--- config.mk ---
export PLATFORM = sky130hd
export DESIGN_NAME = dpce_top
export DESIGN_NICKNAME = d
export VERILOG_FILES = /design/src/design/dpce_pkg.sv /design/src/design/dpce_sync.sv /design/src/design/dpce_top.sv
export SDC_FILE = /design/constraint.sdc
export NUM_CORES = 1
export LEC_CHECK = 0
export BUFFER_PORTS_ARGS = -buffer_cell sky130_fd_sc_hd__buf_2
export CAP_MARGIN = 20
export CORE_MARGIN = 2
export CORE_UTILIZATION = 45
export CTS_CLUSTER_SIZE = 8
export DETAILED_ROUTE_END_ITERATION = 8
export HOLD_SLACK_MARGIN = 0.1
export PLACE_DENSITY = 0.7
export SYNTH_ARGS = -nofsm -noshare
export SYNTH_HDL_FRONTEND = slang
export SYNTH_HIERARCHICAL = 1
export SYNTH_SLANG_ARGS = --single-unit
--- constraint.sdc ---
create_clock -name ref_clk_i -period 2.3 [get_ports ref_clk_i]
set_input_delay 0.46 -clock ref_clk_i [delete_from_list [all_inputs] [get_ports ref_clk_i]]
set_output_delay 0.46 -clock ref_clk_i [all_outputs]
set_load 0.01 [all_outputs]
--- src/design/dpce_pkg.sv ---
// Package for the debug probe detect and chip erase block
package dpce_pkg;
	localparam logic        DONE_RESET     = 1'b1;
	localparam logic        PRESENT_RESET  = 1'b0;
	localparam logic        LOCK_RESET     = 1'b1;
	localparam int unsigned CLR_WIDTH      = 8;
	localparam int unsigned CLOCK_MHZ      = 250;
	localparam int unsigned MIN_HOLD_NS    = 8;
	localparam logic [CLR_WIDTH-1:0] MIN_HOLD_CYC =
		CLR_WIDTH'((MIN_HOLD_NS * CLOCK_MHZ + 999) / 1000);
	typedef enum logic [1:0] {
		DPCE_IDLE,
		DPCE_VOLATILE,
		DPCE_FLASH,
		DPCE_DONE
	} dpce_state_t;
endpackage

--- src/design/dpce_sync.sv ---
// Two-flop synchroniser for pin inputs
`timescale 1ns/1ps
`default_nettype none
module dpce_sync (
	input  wire logic ref_clk_i,
	input  wire logic reset_i,
	input  wire logic clk_en_i,
	input  wire logic async_i,
	output logic      sync_o
);
	logic meta_q;
	logic sync_q;
	always_ff @(posedge ref_clk_i) begin
		if (reset_i) begin
			meta_q <= 1'b0;
			sync_q <= 1'b0;
		end else if (clk_en_i) begin
			meta_q <= async_i;
			sync_q <= meta_q;
		end
	end
	assign sync_o = sync_q;
endmodule
`default_nettype wire

--- src/design/dpce_top.sv ---
// Probe detection and chip erase sequencer
`timescale 1ns/1ps
`default_nettype none
// How it works
// RULE1: Hot or cold attach marks probe present
// RULE2: Attach sets probe_attached_flag in secondary_status
// RULE3: Locked device ignores hot-plug attach
// RULE4: No detection before power-on reset releases
// RULE5: Locked: debugger cold-plugs, holds reset long
// RULE6: Early reset release: debugger retries attach
// RULE7: Locked: debugger resets first to be seen
// RULE8: Chip erase clears the security lock
// RULE9: Erase wipes volatile memories and flash outside the auxiliary and user rows
// RULE10: Erase leaves auxiliary and user rows alone
// RULE11: Writing one to erase bit starts erase
// RULE12: Erase request dropped while access_guard protects
// RULE13: Volatile clearing finishes before flash erase
// RULE14: Done flag in primary_status reports completion
// RULE15: Debugger should erase after cold-plug attach
// RULE16: Cold-plug attach keeps core held in reset
// RULE17: Done reads zero throughout an accepted erase
module dpce_top
	import dpce_pkg::*;
(
	input  wire logic ref_clk_i,
	input  wire logic reset_i,
	input  wire logic clk_en_i,
	input  wire logic por_active_i,
	input  wire logic ext_reset_n_i,
	input  wire logic swclk_i,
	input  wire logic security_lock_i,
	input  wire logic guard_protect_i,
	input  wire logic erase_wr_i,
	input  wire logic erase_bit_i,
	input  wire logic core_release_i,
	input  wire logic ram_clear_done_i,
	input  wire logic flash_erase_done_i,
	output logic      probe_attached_flag_o,
	output logic      primary_status_done_o,
	output logic      core_hold_o,
	output logic      ram_clear_start_o,
	output logic      flash_erase_start_o,
	output logic      flash_keep_aux_o,
	output logic      lock_clear_o
);
	logic        por_s;
	logic        rst_n_s;
	logic        swclk_s;
	logic        swclk_prev_q;
	logic        swclk_prev_d;
	logic        rst_n_prev_q;
	logic        rst_n_prev_d;
	logic        present_q;
	logic        present_d;
	logic        hold_q;
	logic        hold_d;
	logic        done_q;
	logic        done_d;
	logic        ram_go_q;
	logic        ram_go_d;
	logic        fl_go_q;
	logic        fl_go_d;
	logic        lclr_q;
	logic        lclr_d;
	logic        hot_evt;
	logic        cold_evt;
	logic        erase_ok;
	dpce_state_t state_q;
	dpce_state_t state_d;

	dpce_sync u_por (.ref_clk_i(ref_clk_i), .reset_i(reset_i), .clk_en_i(clk_en_i),
		.async_i(por_active_i), .sync_o(por_s));
	dpce_sync u_rst (.ref_clk_i(ref_clk_i), .reset_i(reset_i), .clk_en_i(clk_en_i),
		.async_i(ext_reset_n_i), .sync_o(rst_n_s));
	dpce_sync u_clk (.ref_clk_i(ref_clk_i), .reset_i(reset_i), .clk_en_i(clk_en_i),
		.async_i(swclk_i), .sync_o(swclk_s));

	// Cold attach: external reset seen released while the clock is seen low
	assign cold_evt = !por_s && !rst_n_prev_q && rst_n_s && !swclk_s; // RULE4
	// Hot attach: clock falling while running and device not locked
	assign hot_evt  = !por_s && rst_n_s && swclk_prev_q && !swclk_s
		&& !security_lock_i; // RULE3
	assign erase_ok = erase_wr_i && erase_bit_i && !guard_protect_i; // RULE11 RULE12

	always_comb begin
		swclk_prev_d = swclk_s;
		rst_n_prev_d = rst_n_s;
		present_d    = present_q;
		hold_d       = hold_q;
		if (hot_evt || cold_evt) begin
			present_d = 1'b1; // RULE1 RULE2
		end
		if (cold_evt) begin
			hold_d = 1'b1; // RULE16
		end else if (core_release_i) begin
			hold_d = 1'b0;
		end
	end

	always_ff @(posedge ref_clk_i) begin
		if (reset_i) begin
			swclk_prev_q <= 1'b0;
			rst_n_prev_q <= 1'b0;
			present_q    <= PRESENT_RESET;
			hold_q       <= 1'b0;
		end else if (clk_en_i) begin
			swclk_prev_q <= swclk_prev_d;
			rst_n_prev_q <= rst_n_prev_d;
			present_q    <= present_d;
			hold_q       <= hold_d;
		end
	end

	always_comb begin
		state_d  = state_q;
		done_d   = done_q;
		ram_go_d = 1'b0;
		fl_go_d  = 1'b0;
		lclr_d   = 1'b0;
		case (state_q)
			DPCE_IDLE, DPCE_DONE: begin
				if (erase_ok) begin
					state_d  = DPCE_VOLATILE;
					done_d   = 1'b0; // RULE17
					ram_go_d = 1'b1; // RULE9
				end
			end
			DPCE_VOLATILE: begin
				if (ram_clear_done_i) begin
					state_d = DPCE_FLASH; // RULE13
					fl_go_d = 1'b1; // RULE9 RULE10
				end
			end
			DPCE_FLASH: begin
				if (flash_erase_done_i) begin
					state_d = DPCE_DONE;
					done_d  = 1'b1; // RULE14
					lclr_d  = 1'b1; // RULE8
				end
			end
			default: begin
				state_d = DPCE_IDLE;
			end
		endcase
	end

	always_ff @(posedge ref_clk_i) begin
		if (reset_i) begin
			state_q  <= DPCE_IDLE;
			done_q   <= DONE_RESET;
			ram_go_q <= 1'b0;
			fl_go_q  <= 1'b0;
			lclr_q   <= 1'b0;
		end else if (clk_en_i) begin
			state_q  <= state_d;
			done_q   <= done_d;
			ram_go_q <= ram_go_d;
			fl_go_q  <= fl_go_d;
			lclr_q   <= lclr_d;
		end
	end

	assign probe_attached_flag_o = present_q;
	assign primary_status_done_o = done_q;
	assign core_hold_o           = hold_q;
	assign ram_clear_start_o     = ram_go_q;
	assign flash_erase_start_o   = fl_go_q;
	assign flash_keep_aux_o      = 1'b1; // RULE10
	assign lock_clear_o          = lclr_q;

	property p_locked_no_hot;
		@(posedge ref_clk_i) disable iff (reset_i)
		(clk_en_i && security_lock_i && !present_q && !cold_evt) |=> !present_q;
	endproperty
	a_locked_no_hot: assert property (p_locked_no_hot) else $error("hot attach while locked"); // RULE3

	property p_por_block;
		@(posedge ref_clk_i) disable iff (reset_i)
		(por_s && !present_q) |=> !present_q;
	endproperty
	a_por_block: assert property (p_por_block) else $error("attach during power-on reset"); // RULE4

	property p_attach_sets;
		@(posedge ref_clk_i) disable iff (reset_i)
		(clk_en_i && (hot_evt || cold_evt)) |=> present_q;
	endproperty
	a_attach_sets: assert property (p_attach_sets) else $error("attach flag not set"); // RULE2

	property p_cold_hold;
		@(posedge ref_clk_i) disable iff (reset_i)
		(clk_en_i && cold_evt) |=> core_hold_o;
	endproperty
	a_cold_hold: assert property (p_cold_hold) else $error("core not held"); // RULE16

	property p_guard_drop;
		@(posedge ref_clk_i) disable iff (reset_i)
		(clk_en_i && erase_wr_i && guard_protect_i
			&& (state_q == DPCE_IDLE || state_q == DPCE_DONE)) |=> !ram_go_q && done_q == $past(done_q);
	endproperty
	a_guard_drop: assert property (p_guard_drop) else $error("guarded erase accepted"); // RULE12

	property p_start_erase;
		@(posedge ref_clk_i) disable iff (reset_i)
		(clk_en_i && erase_ok && state_q == DPCE_IDLE) |=> ram_go_q && !done_q;
	endproperty
	a_start_erase: assert property (p_start_erase) else $error("erase not started"); // RULE11

	property p_order;
		@(posedge ref_clk_i) disable iff (reset_i)
		fl_go_q |-> $past(state_q) == DPCE_VOLATILE;
	endproperty
	a_order: assert property (p_order) else $error("flash before volatile"); // RULE13

	property p_done_low;
		@(posedge ref_clk_i) disable iff (reset_i)
		(state_q == DPCE_VOLATILE || state_q == DPCE_FLASH) |-> !done_q;
	endproperty
	a_done_low: assert property (p_done_low) else $error("done high mid erase"); // RULE17

	property p_unlock;
		@(posedge ref_clk_i) disable iff (reset_i)
		(clk_en_i && state_q == DPCE_FLASH && flash_erase_done_i) |=> lock_clear_o && done_q;
	endproperty
	a_unlock: assert property (p_unlock) else $error("lock not cleared"); // RULE8 RULE14
endmodule
`default_nettype wire

Word-level counts from Yosys, hierarchy flattened
Cells that the tools add are included.

Flip-flop bits (word level): 16. Input port bits: 13. Output and inout bits: 7.

Equality and inequality tests: 6. Multiplexer cells: 15. Reduce and logical (&&, ||, !) cells: 23.

Operators by type and width (number): $mux 1 (10); $logic_and 1x1->1 (9); $reduce_and 4->1 (2); $mux 2 (3); $ne 2x2->1 const B (3); $pmux 2 s3 (1); $logic_not 1->1 (5); $eq 2x2->1 const B (2); $reduce_and 2->1 (2); $reduce_bool 2->1 (2); $eq 2x1->1 const B (1); $logic_not 2->1 (1); $pmux 1 s2 (1); $reduce_or 2->1 (1); $logic_or 1x1->1 (1).

Depth between registers and ports, before layout
Word-level depth: 7. Mapped depth: 5. Gate-level depth less buffers: 5.

Cells and area by module
The synthesis kept the hierarchy.

Modules (own cells, without submodules): dpce_top (times used 1, cells an instance 54, area an instance 501.7 um^2); dpce_sync (times used 3, cells an instance 6, area an instance 67.6 um^2).

Worst setup path after synthesis
OpenSTA, ideal clock, no wires.

Kind: register to register. From: reg state_q[0]. To: reg state_q[1]. Library setup time: 0.070 ns. Data arrival time: 1.308 ns. Required time: 2.230 ns. Setup slack: 0.922 ns. Cell stages (with the launch flop): 5. Cells stage by stage: dfxtp_1 > inv_1 > ha_1 > or4_1 > a21oi_1.

Word-level cells in the longest chain between the ends: 4. Elaborated cells between the ends (all ways): 10. Those cells by class: 6 x eq/ne; 1 x mux; 3 x reduce/logical.

Ends and longest elaborated chain: from (decl) (line dpce_top.sv:68) `dpce_state_t state_q;`; from (signal assigned) (line dpce_top.sv:155) `state_q <= state_d;`; $eq 2x2->1 / $logic_not 2->1 (equally long branches) (line dpce_top.sv:120) `case (state_q)`; $reduce_or 2->1 (line dpce_top.sv:120); $ne 2x2->1 (no source line); $reduce_and 4->1 (no source line).

Several ways; a longest one is shown, not always the timed one. A chain may end at the register's enable or synchronous reset.

Final worst setup path
Same ends and word-level chain as after synthesis.

==> metrics.txt <==
Hold Vio Cnt, Final=0; # rows=14; final setup violation count=0; sequential cell area=~320 sq um; Initial Util=~47%; ranking of synthesized cells by area=dfxtp_1 45%, mux2i_1 9.9%, a21oi_1 4.3%, nand2_1 3.7%, nor2_1 3.7%; Post-Syn Area=about 700 sq um; hpwl dp=roughly 940 um; clk_skew=between 0.8 and 0.9 ps; Worst Path Required=2510 ps; area leader, netlist=dfxtp_1; Fin Hold WS=between 400 and 500 ps; CTS tree=done; Syn. warnings=6; Detail Route Antenna Nets=0; Post-CTS Repair Setup Buffers=0; most flop-heavy register=state_q; Post-Route Utilization=a little under three fifths; Final #Nets=~110; Min Clock Period, post-route=about 1500 ps; total track usage=between 10% and 20%; drt drc=0; clk slew on worst S/H paths=90 ps; IO Count=20; DRT Pass-1 Iters=4; post-synthesis sequential area ratio=a little under half; Post-Syn Nets=87; area share of the largest cell type after synthesis=between 40% and 50%; status=finished, final reports clean; total grt overflow=0; Final period util=between 60% and 70%; Antenna Cells=0; Fillers=about 150; DIE WIDTH=~44 um; CTS max path bufs=2; Via density=roughly 5.3; vias in the first global route=between 500 and 600; cts hold-fix bufs=0; syn_area_per_cell=between 9 and 10 sq um; Iter 0 DRT Violations=5; routability cong.=0.658; CTS H-tree lvls=1; drt wl/cell=around 11 um; Distinct cells, synth=27; multi-input logic area=around 340 sq um; LEAKAGE=roughly 0.37 nW; Worst-Skew Late Latency=about 280 ps; number of max-cap violations=0; Fmax=0.665 GHz; IO Port Bufs=18; core area=about 1500 sq um; CTS Sinks=16; share of layout cells above drive strength 1=between 20 and 30%; Worst setup SP type=register; max reg flops=2; pwr/cell area=~700 nW/um^2; Post-Syn Instances=slightly above 70; Hold Path Class=in -> reg; arrival time worst endpoint=roughly 1700 ps; Area Overhead vs Synth=17.6%; most frequent cells in the layout=18 x buf_2, 16 x dfxtp_1, 7 x mux2i_1, 7 x nor2_1, 7 x nand2_1; via count=~570; critical path peak fanout=4; CP Class=reg -> reg; CTS root buf=clkbuf_4; Detailed Route WL=between 1000 and 1500 um; RSZ-0062 raised after global routing=no; Die H=roughly 44 um; VDD IR-drop max=between 0.4 and 0.5 mV; number of synthesized register bits=16; critical path capture point type=register; largest net degree at the start of global routing=18; aggregate negative setup slack=0 ps; Final Instance Area=a little over 800 sq um; CTS Buf Count=3; initial antenna violation count=0; first-pass GRT wire length=approximately 2100 um; Placed Area=~790 sq um; die area=roughly 1900 sq um; commonest non-fill, non-tap cell in the layout=buf_2; Slew Viols, Final=0; CTS resizes=0
==> Yosys cell counts <==
cell type / n
dfxtp_1: 16
nand2_1: 7
nor2b_4: 1
buf_4: 1
o21ba_2: 1
conb_1: 1
nand2b_1: 1
or2_2: 1
inv_1: 3
or4_1: 2
or3_1: 1
nor2b_1: 2
o31a_1: 1
inv_4: 1
a2111o_1: 1
o31ai_1: 1
a2111oi_0: 2
nand3_1: 2
ha_1: 2
buf_6: 1
a21oi_1: 6
nor2_1: 7
mux2i_1: 7
o2bb2ai_1: 1
o41ai_1: 1
clkbuf_1: 1
nand3b_4: 1
==> kinds of logic (layout without fill, tap and decap cells) <==
family | count (synthesis) | in the layout | synth area share, %
compound gates | 14 | 14 | 14.6
fa+ha+maj | 2 | 2 | 3.55
buf+inv | 7 | 26 | 5.68
flops | 16 | 16 | 45.5
mux | 7 | 7 | 9.95
other cells | 1 | 1 | 0.532
simple gates | 25 | 25 | 20.3
==> path summary, 6_finish.rpt <==
check                              endpoint                      from  slack [ps]  cells past startpoint
setup reg to reg    state_q[1]$_SDFFE_PP0P_   state_q[0]$_SDFFE_PP0P_         800                      5
hold reg to reg    core_hold_o$_SDFFE_PP0P_  core_hold_o$_SDFFE_PP0P_         460                      2
hold / removal    u_rst/meta_q$_SDFFE_PP0P_             ext_reset_n_i         420                      3
setup / recovery    state_q[1]$_SDFFE_PP0P_   state_q[0]$_SDFFE_PP0P_         800                      5
==> final cells by class <==
| cell class | count | area share (%) |
|---|---|---|
| Inverter | 4 | 2.11 |
| Clock buffer | 4 | 4.38 |
| Timing Repair Buffer | 18 | 10.9 |
| Sequential cell | 16 | 38.7 |
| Multi-Input combinational cell | 49 | 41.5 |
| Tap cell | 16 | 2.42 |
==> layer usage <==
layer | vias up | GRT usage (%) | share of wire (%)
met2 | 21 | 22.6 | 46
met5 | - | 0 | 0
met1 | 256 | 19.4 | 45
li1 | 290 | - | -
met4 | 0 | 1.82 | 0
met3 | 0 | 7.08 | 8.7
==> critical path, cell delays in order, from the launching register on <==
cell     delay [ps]
dfxtp_1         340
inv_1            60
ha_1            230
nor2b_1         170
or4_1           480
a21oi_1         160
==> stage by stage <==
| stage | cells | setup WS [ps] | total power, mW |
|---|---|---|---|
| 3_5_place_dp | 103 | 684 | 0.403 |
| 3_3_place_gp | 103 | 733 | 0.400 |
| 6_report | 107 | 797 | 0.575 |
| 5_1_grt | 107 | 684 | 0.608 |
| 2_1_floorplan | 72 | 922 | 0.374 |
| 4_1_cts | 107 | 786 | 0.585 |
==> where the power goes <==
part / switching [mW] / leakage [nW] / total (mW) / internal, mW
combinational: 0.0491 / 0.217 / 0.0944 / 0.0453
sequential: 0.00928 / 0.130 / 0.302 / 0.293
clock: 0.0824 / 0.0210 / 0.179 / 0.0963
Note: power is estimated with default switching activity, not from simulation.
